### src/mrd_pkg.sv
// Package: register map, field layout, reset values and map constants
package mrd_pkg;
    localparam logic [15:0] OFF_MODE = 16'h000b;
    localparam logic [15:0] OFF_REGPOS = 16'h0011;
    localparam logic [15:0] OFF_RAMPOS = 16'h0010;
    localparam logic [15:0] OFF_EEPOS = 16'h0012;
    localparam logic [15:0] OFF_MISC = 16'h0013;
    localparam logic [15:0] OFF_PORT_E_DATA = 16'h0008;
    localparam logic [15:0] OFF_PORT_E_DIRECTION = 16'h0009;
    localparam int B_SPECIAL_MODE_LOW = 7;
    localparam int B_MODE_SELECT_B = 6;
    localparam int B_MODE_SELECT_A = 5;
    localparam int B_E_CLOCK_STRETCH_EN = 4;
    localparam int B_INTERNAL_VISIBILITY = 3;
    localparam int B_EBSW = 2;
    localparam int B_EME = 0;
    localparam int B_MMSW = 0;
    localparam int B_SWAP = 7;
    localparam logic [15:0] DBG_REG_LO = 16'hff00;
    localparam logic [15:0] DBG_REG_HI = 16'hff06;
    localparam logic [15:0] DBG_ROM_LO = 16'hff20;
    localparam logic [15:0] DBG_ROM_HI = 16'hffff;
    localparam logic [15:0] FSM_LO = 16'h1000;
    localparam logic [15:0] FSM_HI = 16'h7fff;
    localparam logic [15:0] FSM_SW_LO = 16'h9000;
    localparam logic [15:0] FLG_LO = 16'h8000;
    localparam logic [7:0] EEPOS_RST = 8'h01;
    localparam int WAIT_DELAY_NS = 40;
    localparam int CLK_NS = 10;
    localparam logic [3:0] WAIT_CYC = 4'((WAIT_DELAY_NS + CLK_NS - 1) / CLK_NS);
    typedef enum logic [2:0] {
        SEL_NONE, SEL_DBGROM, SEL_DBGREG, SEL_REG, SEL_RAM, SEL_EE,
        SEL_FLASH, SEL_EXT
    } mrd_sel_type;
    typedef struct packed {
        logic [15:0] addr;
        logic serial;
    } mrd_acc_type;
endpackage

### src/mrd_decode.sv
// Address decoder: fixed precedence selection of mapped resources
`timescale 1ns/100ps
module mrd_decode (
    input wire mrd_pkg::mrd_acc_type acc,
    input wire logic dbg_active,
    input wire logic expanded,
    input wire logic single_chip,
    input wire logic port_e_emulate,
    input wire logic swap,
    input wire logic [4:0] reg_pos,
    input wire logic [4:0] ram_pos,
    input wire logic [3:0] ee_pos,
    input wire logic ee_on,
    output mrd_pkg::mrd_sel_type sel,
    output logic port_e_data_hidden
);
    logic in_reg;
    logic in_ram;
    logic in_ee;
    logic in_fl;
    logic top_page;
    always_comb begin
        in_reg = acc.addr[15:11] == reg_pos && acc.addr[10:9] == 2'b00;
        in_ram = acc.addr[15:11] == ram_pos;
        in_ee = ee_on && acc.addr[15:12] == ee_pos
            && acc.addr[11:10] == 2'b11;
        if (swap) begin
            in_fl = acc.addr < mrd_pkg::FSM_HI + 16'h0001
                || acc.addr >= mrd_pkg::FSM_SW_LO; // RULE_20
        end else begin
            in_fl = acc.addr >= mrd_pkg::FSM_LO; // RULE_20
        end
        top_page = acc.addr[15:8] == 8'hff;
        // Port E pair drops out only when emulated externally
        port_e_data_hidden = port_e_emulate && expanded && !single_chip; // RULE_15
        sel = mrd_pkg::SEL_NONE;
        if (dbg_active && acc.addr >= mrd_pkg::DBG_ROM_LO) begin
            sel = mrd_pkg::SEL_DBGROM; // RULE_01
        end else if (dbg_active && acc.addr >= mrd_pkg::DBG_REG_LO
                && acc.addr <= mrd_pkg::DBG_REG_HI) begin
            sel = mrd_pkg::SEL_DBGREG; // RULE_02
        end else if (dbg_active && top_page && !acc.serial) begin
            sel = mrd_pkg::SEL_NONE; // RULE_03
        end else if (in_reg) begin
            sel = mrd_pkg::SEL_REG; // RULE_18
        end else if (in_ram) begin
            sel = mrd_pkg::SEL_RAM;
        end else if (in_ee) begin
            sel = mrd_pkg::SEL_EE;
        end else if (in_fl) begin
            sel = mrd_pkg::SEL_FLASH;
        end else if (expanded) begin
            sel = mrd_pkg::SEL_EXT; // RULE_19
        end
    end
endmodule

### src/mrd_top.sv
// Mode control register, map registers and resource decoder top
// Behaviour
// RULE_01: Active debug maps ROM FF20-FFFF over vectors
// RULE_02: Active debug maps control registers FF00-FF06
// RULE_03: Active debug hides top page except serial
// RULE_04: Special single-chip starts debug active
// RULE_05: Enabled debug activates by command or instruction
// RULE_06: Mode bits latch pins at reset release
// RULE_07: Special bit written only special, first ignored
// RULE_08: Mode B/A once normal, never special peripheral
// RULE_09: Mode register unmapped in special peripheral
// RULE_10: Clock stretch reads one when expanded
// RULE_11: E clock free or stretched per enable
// RULE_12: Visibility drives internal bus, not single-chip
// RULE_13: Visibility and emulation once normal, special skip-first
// RULE_14: Bus wait-stop delays then shuts in wait
// RULE_15: Port E unmapped when emulated and expanded
// RULE_16: Position registers write once in normal
// RULE_17: Map writes take effect next cycle
// RULE_18: Fixed precedence debug, regs, RAM, EEPROM, flash
// RULE_19: Unclaimed expanded addresses go external
// RULE_20: Flash arrays at reset places, swappable
// RULE_21: Register block 512 bytes at 2K boundary
// RULE_22: Map wait-stop shuts mapping in wait
// RULE_23: Normal protects controls, special opens them
// RULE_24: Reset values for visibility, emulation, stretch
`timescale 1ns/100ps
module mrd_top (
    input wire logic CLK_SYS,
    input wire logic SYS_RST,
    input wire logic [15:0] ADDR,
    input wire logic [7:0] WDATA,
    input wire logic WR,
    input wire logic RD,
    output logic [7:0] RDATA,
    input wire logic BACKGROUND_PIN_PIN,
    input wire logic MODE_SELECT_B_PIN,
    input wire logic MODE_SELECT_A_PIN,
    input wire logic DBG_ENABLE,
    input wire logic DBG_SERIAL_ACT,
    input wire logic DBG_INSTR,
    input wire logic DBG_EXIT,
    input wire logic [15:0] CPU_ADDR,
    input wire logic CPU_SERIAL,
    input wire logic CPU_EXT_CYCLE,
    input wire logic WAIT_MODE,
    input wire logic E_PHASE,
    output mrd_pkg::mrd_sel_type SEL,
    output logic PORT_E_DATA_HIDDEN,
    output logic DBG_ACTIVE,
    output logic E_CLK,
    output logic VIS_EN,
    output logic VIS_WIDE,
    output logic EXT_BUS_OFF,
    output logic MAP_OFF
);
    logic [1:0] bk_s, mb_s, ma_s;
    logic rst_d1_q;
    logic special_mode_low_q, special_mode_low_d, mode_select_b_q, mode_select_b_d, mode_select_a_q, mode_select_a_d;
    logic e_clock_stretch_en_q, e_clock_stretch_en_d, internal_visibility_q, internal_visibility_d, ebsw_q, ebsw_d, eme_q, eme_d;
    logic mmsw_q, mmsw_d, swap_q, swap_d;
    logic [4:0] rpos_q, rpos_d, mpos_q, mpos_d;
    logic [7:0] epos_q, epos_d;
    logic mode_wr_q, mode_wr_d, rp_wr_q, rp_wr_d, mp_wr_q, mp_wr_d;
    logic ep_wr_q, ep_wr_d, misc_wr_q, misc_wr_d;
    logic dbg_q, dbg_d;
    logic [3:0] wcnt_q, wcnt_d;
    logic [7:0] rdata_d;
    logic special, single_chip, expanded, periph, w_mode, w_ok, first;
    logic [1:0] new_ba;
    mrd_pkg::mrd_acc_type acc;

    // Pins cross in through two stages before use
    always_ff @(posedge CLK_SYS) begin
        bk_s <= {bk_s[0], BACKGROUND_PIN_PIN};
        mb_s <= {mb_s[0], MODE_SELECT_B_PIN};
        ma_s <= {ma_s[0], MODE_SELECT_A_PIN};
        rst_d1_q <= SYS_RST;
    end

    always_comb begin
        special = !special_mode_low_q;
        single_chip = !mode_select_b_q && !mode_select_a_q;
        periph = special && mode_select_b_q && !mode_select_a_q;
        expanded = !single_chip && !periph;
        w_mode = WR && ADDR == mrd_pkg::OFF_MODE && !periph; // RULE_09
        first = !mode_wr_q;
        w_ok = special ? !first : first;
        new_ba = WDATA[mrd_pkg::B_MODE_SELECT_B:mrd_pkg::B_MODE_SELECT_A];
    end

    always_comb begin
        special_mode_low_d = special_mode_low_q;
        mode_select_b_d = mode_select_b_q;
        mode_select_a_d = mode_select_a_q;
        e_clock_stretch_en_d = e_clock_stretch_en_q;
        internal_visibility_d = internal_visibility_q;
        ebsw_d = ebsw_q;
        eme_d = eme_q;
        mode_wr_d = mode_wr_q;
        if (rst_d1_q) begin
            // Caught from synchronised pins at reset release
            special_mode_low_d = bk_s[1]; // RULE_06
            mode_select_b_d = mb_s[1];
            mode_select_a_d = ma_s[1];
            if (mb_s[1] && !ma_s[1]) begin
                special_mode_low_d = 1'b0; // Reserved forced to peripheral
            end
            e_clock_stretch_en_d = 1'b1; // RULE_24
            // Reserved straps land in peripheral, a special mode
            internal_visibility_d = !bk_s[1] || (mb_s[1] && !ma_s[1]);
            eme_d = !bk_s[1] || (mb_s[1] && !ma_s[1]);
            ebsw_d = 1'b0;
        end else if (w_mode) begin
            mode_wr_d = 1'b1;
            if (special && !first) begin // RULE_07
                special_mode_low_d = WDATA[mrd_pkg::B_SPECIAL_MODE_LOW];
            end
            if (w_ok && new_ba != 2'b10) begin // RULE_08
                mode_select_b_d = WDATA[mrd_pkg::B_MODE_SELECT_B];
                mode_select_a_d = WDATA[mrd_pkg::B_MODE_SELECT_A];
            end
            if (special || first) begin // RULE_11
                e_clock_stretch_en_d = WDATA[mrd_pkg::B_E_CLOCK_STRETCH_EN];
            end
            if (w_ok) begin // RULE_13
                internal_visibility_d = WDATA[mrd_pkg::B_INTERNAL_VISIBILITY];
                eme_d = WDATA[mrd_pkg::B_EME];
            end
            if (!special) begin // RULE_14
                ebsw_d = WDATA[mrd_pkg::B_EBSW];
            end
        end
    end

    always_ff @(posedge CLK_SYS) begin
        if (SYS_RST) begin
            special_mode_low_q <= 1'b1;
            mode_select_b_q <= 1'b0;
            mode_select_a_q <= 1'b0;
            e_clock_stretch_en_q <= 1'b1;
            internal_visibility_q <= 1'b0;
            ebsw_q <= 1'b0;
            eme_q <= 1'b0;
            mode_wr_q <= 1'b0;
        end else begin
            special_mode_low_q <= special_mode_low_d;
            mode_select_b_q <= mode_select_b_d;
            mode_select_a_q <= mode_select_a_d;
            e_clock_stretch_en_q <= e_clock_stretch_en_d;
            internal_visibility_q <= internal_visibility_d;
            ebsw_q <= ebsw_d;
            eme_q <= eme_d;
            mode_wr_q <= mode_wr_d;
        end
    end

    // Positions and swap: once in normal, any time special; mmsw any time in normal only, EE enable bit any time
    always_comb begin
        rpos_d = rpos_q;
        mpos_d = mpos_q;
        epos_d = epos_q;
        swap_d = swap_q;
        mmsw_d = mmsw_q;
        rp_wr_d = rp_wr_q;
        mp_wr_d = mp_wr_q;
        ep_wr_d = ep_wr_q;
        misc_wr_d = misc_wr_q;
        if (WR && ADDR == mrd_pkg::OFF_REGPOS) begin
            rp_wr_d = 1'b1;
            if (special || !rp_wr_q) begin // RULE_16 RULE_21 RULE_23
                rpos_d = WDATA[7:3];
            end
            if (!special) begin // RULE_22
                mmsw_d = WDATA[mrd_pkg::B_MMSW];
            end
        end
        if (WR && ADDR == mrd_pkg::OFF_RAMPOS) begin
            mp_wr_d = 1'b1;
            if (special || !mp_wr_q) begin // RULE_16
                mpos_d = WDATA[7:3];
            end
        end
        if (WR && ADDR == mrd_pkg::OFF_EEPOS) begin
            ep_wr_d = 1'b1;
            if (special || !ep_wr_q) begin // RULE_16
                epos_d[7:4] = WDATA[7:4];
            end
            epos_d[0] = WDATA[0] || single_chip;
        end
        if (WR && ADDR == mrd_pkg::OFF_MISC) begin
            misc_wr_d = 1'b1;
            if (special || !misc_wr_q) begin
                swap_d = WDATA[mrd_pkg::B_SWAP]; // RULE_20
            end
        end
    end

    always_ff @(posedge CLK_SYS) begin
        if (SYS_RST) begin
            rpos_q <= 5'h00; // RULE_21
            mpos_q <= 5'h00;
            epos_q <= mrd_pkg::EEPOS_RST;
            swap_q <= 1'b0;
            mmsw_q <= 1'b0;
            rp_wr_q <= 1'b0;
            mp_wr_q <= 1'b0;
            ep_wr_q <= 1'b0;
            misc_wr_q <= 1'b0;
        end else begin
            rpos_q <= rpos_d;
            mpos_q <= mpos_d;
            epos_q <= epos_d;
            swap_q <= swap_d;
            mmsw_q <= mmsw_d;
            rp_wr_q <= rp_wr_d;
            mp_wr_q <= mp_wr_d;
            ep_wr_q <= ep_wr_d;
            misc_wr_q <= misc_wr_d;
        end
    end

    // Debug activation and wait-mode shutdown delay
    always_comb begin
        dbg_d = dbg_q;
        if (rst_d1_q) begin
            dbg_d = !bk_s[1] && !mb_s[1] && !ma_s[1]; // RULE_04
        end else if (DBG_EXIT) begin
            dbg_d = 1'b0;
        end else if (DBG_ENABLE && (DBG_SERIAL_ACT || DBG_INSTR)) begin
            dbg_d = 1'b1; // RULE_05
        end
        wcnt_d = 4'h0;
        if (WAIT_MODE && ebsw_q) begin // RULE_14
            wcnt_d = wcnt_q == mrd_pkg::WAIT_CYC ? wcnt_q : wcnt_q + 4'h1;
        end
    end

    always_ff @(posedge CLK_SYS) begin
        if (SYS_RST) begin
            dbg_q <= 1'b0;
            wcnt_q <= 4'h0;
        end else begin
            dbg_q <= dbg_d;
            wcnt_q <= wcnt_d;
        end
    end

    // Register read port, data valid one cycle after strobe
    always_comb begin
        rdata_d = 8'h00;
        if (RD && ADDR == mrd_pkg::OFF_MODE && !periph) begin
            rdata_d = {special_mode_low_q, mode_select_b_q, mode_select_a_q, e_clock_stretch_en_q || expanded,
                internal_visibility_q, ebsw_q, 1'b0, eme_q}; // RULE_10
        end else if (RD && ADDR == mrd_pkg::OFF_REGPOS) begin
            rdata_d = {rpos_q, 2'b00, mmsw_q};
        end else if (RD && ADDR == mrd_pkg::OFF_RAMPOS) begin
            rdata_d = {mpos_q, 3'h0};
        end else if (RD && ADDR == mrd_pkg::OFF_EEPOS) begin
            rdata_d = epos_q;
        end else if (RD && ADDR == mrd_pkg::OFF_MISC) begin
            rdata_d = {swap_q, 7'h00};
        end
    end

    always_ff @(posedge CLK_SYS) begin
        if (SYS_RST) begin
            RDATA <= 8'h00;
        end else begin
            RDATA <= rdata_d;
        end
    end

    // Decode uses registered map state, so a write lands next cycle
    always_comb begin
        acc.addr = CPU_ADDR;
        acc.serial = CPU_SERIAL;
    end

    mrd_decode u_dec (
        .acc(acc),
        .dbg_active(dbg_q), // RULE_17
        .expanded(expanded),
        .single_chip(single_chip),
        .port_e_emulate(eme_q),
        .swap(swap_q),
        .reg_pos(rpos_q),
        .ram_pos(mpos_q),
        .ee_pos(epos_q[7:4]),
        .ee_on(epos_q[0]),
        .sel(SEL),
        .port_e_data_hidden(PORT_E_DATA_HIDDEN)
    );

    always_comb begin
        DBG_ACTIVE = dbg_q;
        VIS_EN = internal_visibility_q && !single_chip; // RULE_12
        VIS_WIDE = VIS_EN && special && !mode_select_b_q && mode_select_a_q;
        // Stretched: high on external cycles, low on hidden internal
        if (e_clock_stretch_en_q || expanded) begin // RULE_11
            E_CLK = CPU_EXT_CYCLE ? 1'b1 : (internal_visibility_q ? E_PHASE : 1'b0);
        end else begin
            E_CLK = E_PHASE;
        end
        EXT_BUS_OFF = wcnt_q == mrd_pkg::WAIT_CYC; // RULE_14
        MAP_OFF = WAIT_MODE && mmsw_q; // RULE_22
    end

    chk_bus_off_delay: assert property ( // RULE_14
        @(posedge CLK_SYS) disable iff (SYS_RST)
        $rose(EXT_BUS_OFF) |-> $past(WAIT_MODE, 4) && $past(WAIT_MODE, 1))
        else $error("bus shut down before delay");
    chk_vis_single: assert property ( // RULE_12
        @(posedge CLK_SYS) disable iff (SYS_RST)
        single_chip |-> !VIS_EN)
        else $error("visibility in single chip");
    chk_dbg_rom: assert property ( // RULE_01
        @(posedge CLK_SYS) disable iff (SYS_RST)
        dbg_q && CPU_ADDR >= mrd_pkg::DBG_ROM_LO
        |-> SEL == mrd_pkg::SEL_DBGROM)
        else $error("debug rom not selected");
    chk_top_hidden: assert property ( // RULE_03
        @(posedge CLK_SYS) disable iff (SYS_RST)
        dbg_q && CPU_ADDR[15:8] == 8'hff && !CPU_SERIAL
        |-> SEL inside {mrd_pkg::SEL_DBGROM, mrd_pkg::SEL_DBGREG,
        mrd_pkg::SEL_NONE})
        else $error("user top page reached");
    chk_no_periph: assert property ( // RULE_08
        @(posedge CLK_SYS) disable iff (SYS_RST || rst_d1_q)
        !special |-> !(mode_select_b_q && !mode_select_a_q))
        else $error("reserved mode selected");
    chk_map_delay: assert property ( // RULE_17
        @(posedge CLK_SYS) disable iff (SYS_RST)
        WR && ADDR == mrd_pkg::OFF_REGPOS && !special
        && !rp_wr_q |=> rpos_q == $past(WDATA[7:3]))
        else $error("map write not applied");
    chk_once_normal: assert property ( // RULE_16
        @(posedge CLK_SYS) disable iff (SYS_RST)
        !special && rp_wr_q |=> $stable(rpos_q))
        else $error("position rewritten in normal");
    chk_stretch_exp: assert property ( // RULE_10
        @(posedge CLK_SYS) disable iff (SYS_RST)
        RD && ADDR == mrd_pkg::OFF_MODE && expanded
        && !periph |=> RDATA[mrd_pkg::B_E_CLOCK_STRETCH_EN])
        else $error("stretch bit read zero");
endmodule

### config.mk
export PLATFORM = sky130hd
export DESIGN_NAME = mrd_top
export DESIGN_NICKNAME = d
export VERILOG_FILES = /design/src/mrd_pkg.sv /design/src/mrd_decode.sv /design/src/mrd_top.sv
export SDC_FILE = /design/constraint.sdc
export NUM_CORES = 1
export LEC_CHECK = 0
export CAP_MARGIN = 20
export CORE_MARGIN = 4
export CORE_UTILIZATION = 55
export CTS_BUF_LIST = sky130_fd_sc_hd__clkbuf_8
export DETAILED_ROUTE_END_ITERATION = 10
export DONT_BUFFER_PORTS = 1
export MAX_ROUTING_LAYER = met4
export PLACE_DENSITY_LB_ADDON = 0.3
export SLEW_MARGIN = 25
export SYNTH_ARGS = -nofsm -noshare
export SYNTH_HDL_FRONTEND = slang
export SYNTH_SLANG_ARGS = --single-unit
### constraint.sdc
create_clock -name CLK_SYS -period 2.53 [get_ports CLK_SYS]
set_clock_uncertainty 0.2 [all_clocks]
set_input_delay 0.253 -clock CLK_SYS [delete_from_list [all_inputs] [get_ports CLK_SYS]]
set_output_delay 0.253 -clock CLK_SYS [all_outputs]
set_load 0.005 [all_outputs]
Yosys cells after proc, flatten, opt, wreduce, memory -nomap -nowiden
Cells that the tools add are included.
Widths: inputs -> output; s select.
- flip-flop bits (word level): 49
- latch bits: 0
- bits in writable memories: 0
- memory bits (read-only): 0
- input bits: 55
- output and inout port bits: 18
- logic and storage cells: 166
- memories: 0
- add/sub/neg operators: 1
- multipliers: 0
- divide/modulo/power cells: 0
- order comparisons: 6
- equal/unequal tests: 12
- shift-type cells: 0
- mux-type cells: 37
- bitwise logic cells: 2
- reduce and logical (&&, ||, !) cells: 82
- operator list (cell ; number):
    $eq 16x5->1 const B ; 4
    $ge 16x16->1 const B ; 3
    $mux 8 ; 5
    $logic_and 1x1->1 ; 38
    $mux 1 ; 24
    $mux 3 ; 8
    $reduce_and 2->1 ; 11
    $eq 16x4->1 const B ; 1
    $ge 16x13->1 const B ; 1
    $le 16x16->1 const B ; 1
    $lt 16x16->1 const B ; 1
    $logic_not 1->1 ; 14
    $eq 5x5->1 ; 2
    $logic_or 1x1->1 ; 10
    $eq 8x8->1 const B ; 1
    $reduce_bool 2->1 ; 4
    $add 4x1->4 const B ; 1
    $eq 4x3->1 const B ; 1
    $eq 4x4->1 ; 1
    $reduce_or 2->1 ; 2
    $reduce_or 4->1 ; 1
    $reduce_bool 3->1 ; 1
    $eq 2x2->1 const B ; 1
    $logic_not 2->1 ; 1
    2 further kinds ; 3

Longest topological paths before layout
- word-level depth: 13
- mapped depth: 7
- gate-level depth less buffers: 6

Modules after synthesis
Synthesis repeated with hierarchy kept, for this count alone.
- cells, all modules: 306
- area total of the unflattened synthesis: 2611.3 sq um
- modules (own cells, without submodules) (module ; times used ; cells each ; area an instance (sq um) ; sequential area each (sq um)):
    mrd_top ; 1 ; 256 ; 2245.9 ; 960.9
    mrd_decode ; 1 ; 50 ; 365.4 ; 0.0

Worst setup path after synthesis
OpenSTA, ideal clock, no wires.
- path type: register -> register
- from: reg special_mode_low_q
- to: reg mode_select_a_q
- library setup time: 0.142 ns
- data arrival time: 1.608 ns
- data required time: 2.188 ns
- setup slack: 0.580 ns
- cell stages (with the launch flop): 7
- path buffers: 1
- period minus slack after synthesis: 1.950 ns
- path through: dfxtp_1 > buf_2 > inv_1 > ha_1 > or3_1 > o21ai_0 > a221oi_1
- word-level cells in the longest chain between the ends: 7
- elaborated cells between the ends (all ways): 10
- those cells by class: 1 x mux; 9 x reduce/logical
- RTL lines (element ; line ; RTL):
    start: declaration ; mrd_top.sv:59 ; logic special_mode_low_q, special_mode_low_d, mode_select_b_q, mode_select_b_d, mode_select_a_q, mode_select_a ...
    start signal: assignment ; mrd_top.sv:147 ; special_mode_low_q <= special_mode_low_d;
    $logic_not 1->1 ; mrd_top.sv:82 ; special = !special_mode_low_q;
    $logic_and 1x1->1 (2 in a row) ; mrd_top.sv:84 ; periph = special && mode_select_b_q && !mode_select_a_q;
    $logic_not 1->1 ; mrd_top.sv:86 ; w_mode = WR && ADDR == mrd_pkg::OFF_MODE && !periph;
    $logic_and 1x1->1 ; mrd_top.sv:86 ;
    $reduce_bool 2->1 (no line) ; -- ;
    $reduce_and 2->1 (no line) (*) ; -- ;
    end signal: assignment ; mrd_top.sv:149 ; mode_select_a_q <= mode_select_a_d;
    end: declaration ; mrd_top.sv:59 ;
Every way passes the cells marked *; elsewhere a longest branch is shown, timed or not.
A chain may end at the register's enable or synchronous reset.

Worst setup path after layout
- from: reg dbg_q (netlist: DBG_ACTIVE)
- to: out SEL[0]
- word-level cells in the longest chain between the ends: 5
- elaborated cells between the ends (all ways): 8
- those cells by class: 3 x mux; 5 x reduce/logical
- RTL lines (element ; line ; RTL):
    start: declaration ; mrd_top.sv:66 ; logic dbg_q, dbg_d;
    start signal: assignment ; mrd_top.sv:244 ; dbg_q <= dbg_d;
    $logic_and 1x1->1 (2 in a row) ; mrd_decode.sv:42 ; end else if (dbg_active && top_page && !acc.serial) begin
    $mux 3 ; mrd_decode.sv:42 ;
    $mux 3 ; mrd_decode.sv:39 ; end else if (dbg_active && acc.addr >= mrd_pkg::DBG_REG_LO
    $mux 3 (*) ; mrd_decode.sv:37 ; if (dbg_active && acc.addr >= mrd_pkg::DBG_ROM_LO) begin
    end: declaration ; mrd_top.sv:48 ; output mrd_pkg::mrd_sel_type SEL,
Marks and branches as above.

==> impl_metrics.ini <==
[synth]
ys_seq_area_share_pct = 37.5
syn_inst = 283
yosys_warnings = 0
ys_ff_latch = 48
synth_edf_count = 0
netlist_area_um2 = 2560
synth_cell_types = 59
avgSynthCellArea_um2 = 9.05
synthArstFlopShare_pct = 0
synth_nets = 342
synthFlopType = dfxtp_1

[routing]
detail_route.wl_per_cell_um = 18.2
drtPass1Iterations = 4
wl_um = 6300
drc_errors = 0
drtAntennaViolNets = 0
vias = 2134
drtIter0Drc = 199
avgViaCountPerCell = 6.17

[pwr]
p_leak_nw = 0.976
vdd_ir_drop_max_mv = 0.324
p_per_area_nw_per_um2 = 515

[setup_path]
cp-end-kind = output pin
reg2reg_from = mode_select_b_q
reg2reg_to = special_mode_low_q
critPathCapture = SEL[0]
critPathKind = reg2out
reg2reg_depth = 6
cp_max_fo = 5
ff2ff_setup_slack_ps = 440
start_kind = register
required_ps = 2080
cp.arrival_ps = 1670
critPathLaunch = DBG_ACTIVE

[layout]
regArea_um2 = 961
area_delta_synth_final_pct = 10.3
n_fill_cell = 385
nNetsFinal = 352
layout_commonest_cell = dfxtp_1
multi_input_area_um2 = 1490
drive_gt1_share_pct = 10.2
layout_common_cells = dfxtp_1 (48), nor2_1 (45), nor3_1 (19), mux2i_1 (18), nand2_1 (14)
diodes = 0

[die]
io-pin-count = 73
initial_core_util_pct = 57.7
die_y_um = 76.3
die_area_um2 = 5810
rows = 24
die_w_um = 76.3
core_area_um2 = 4440

[job]
cap_violations = 0

[placed_design]
dp_hpwl_um = 4680
portBuffers = 0
place_congestion = 0.837

[global_routing]
grt_max_degree = 38
overflow = 0
antenna_found_initial = 0
grt_pass1_vias = 2144
grtUsageTotal_pct = 23.0
grt_pass1_wl_um = 10500

[sta]
slew_violations = 0
hold_ws_ps = 12.2
rsz0062_at_grt = false
setup_viol = 0
hold_viol_final = 0
slew_headroom_pct = 61.3
fmax_ghz = 0.471
period_needed_ps = 2120
fin_crit_sh_pct = 83.9
tightest_slew_ps = 578
setup_tns_ps = 0

[cts]
cts_tree = built
clockBufferDepth = 2
numCtsBuffers = 5
post_cts_resized = 0
root_buffer = clkbuf_8
clk_pin_slew_ps = 90
insertion_delay_ps = 310
cts_max_level = 2
clock_sinks = 48

[hold_path]
min_path_type = in2reg
min_path_cells = 2

[outcome]
status = finished, final reports clean
## Yosys cell counts, drive strengths merged (5+ instances only)
cell | number | area [µm²]
dfxtp | 48 | 961
nor4 | 6 | 82.6
a221oi | 5 | 50.0
a211oi | 6 | 75.1
nand3 | 8 | 50.1
o21ai | 7 | 35.0
nor2 | 45 | 169
clkbuf | 10 | 57.6
a31oi | 5 | 31.3
mux2i | 18 | 180
xor2 | 8 | 70.1
nand3b | 5 | 37.5
inv | 9 | 33.8
nor3 | 21 | 121
nand2 | 15 | 58.8
a21oi | 9 | 45.0
xnor2 | 9 | 78.8
## kinds of logic after synthesis
logic type	Yosys count	synth area share, %
AND/OR/NAND/NOR	122	27.1
AO/OA/AOI/OAI	48	14.6
flip-flops	48	37.5
buffers and inverters	22	4.49
multiplexers	21	8.35
XOR/XNOR	17	5.81
adder cells (fa/ha/maj)	4	1.95
other	1	0.146
## worst max-delay path, stage by stage, from the launching register on
cell and delay (ps):
dfxtp_1 390, nand4_1 90, or3_1 420, a21o_1 180
a311o_1 270
## flip-flops by register name, summed over array words and instances, names as in the netlist, 2 cells and up
| register | flops |
|---|---|
| RDATA | 7 |
| epos_q | 5 |
| mpos_q | 5 |
| rpos_q | 5 |
| wcnt_q | 4 |
| bk_s | 2 |
| ma_s | 2 |
| mb_s | 2 |
## how the worst min path moves through the flow
stage / start / endpoint / slack, ps
after global placement: MODE_SELECT_B_PIN / mb_s[0] / 80
final: WDATA[6] / mode_select_a_q / 10
after CTS: SYS_RST / RDATA[7] / 9
after detailed placement: MODE_SELECT_A_PIN / ma_s[0] / 80
after global routing: WDATA[7] / special_mode_low_q / 9
after floorplan: BACKGROUND_PIN_PIN / bk_s[0] / 80
## metrics by stage
| step | cells | power [W] | instance area (µm²) | setup slack [ps] | util (%) |
|---|---|---|---|---|---|
| finish | 346 | 0.00146 | 2830 | 408 | 63.6 |
| global route | 346 | 0.00151 | 2830 | 311 | 63.6 |
| CTS | 346 | 0.00147 | 2830 | 373 | 63.6 |
| detailed placement | 324 | 0.000869 | 2560 | 432 | 57.6 |
| global placement | 324 | 0.000868 | 2560 | 474 | 57.6 |
| floorplan | 283 | 0.000873 | 2560 | 580 | - |
## power by group
part           switching [W]  internal (W)
sequential         0.0000130      0.000767
combinational      0.0000558     0.0000507
clock               0.000272      0.000298
## metal layers
| metal | global-route usage, % | share of wire [%] |
|---|---|---|
| met1 | 27.7 | 42 |
| met2 | 36.9 | 47 |
| met3 | 7.45 | 9.5 |
| met4 | 6.70 | 0.97 |
| met5 | - | 0 |
## timing repair
action	4_1_cts	5_1_grt
buffers inserted	0	0
hold endpoints to repair	44	0
hold buffers	14	0
## final cells by class
cell class	instances	share of cell area [%]
well taps	52	2.30
clock buffers	5	2.43
flip-flops and latches	48	34.0
multi-input cells	213	52.6
inverters	9	1.20
repair buffers	16	5.84
clock inverters	3	1.64
No activity file was read; power rests on OpenSTA's default activity.
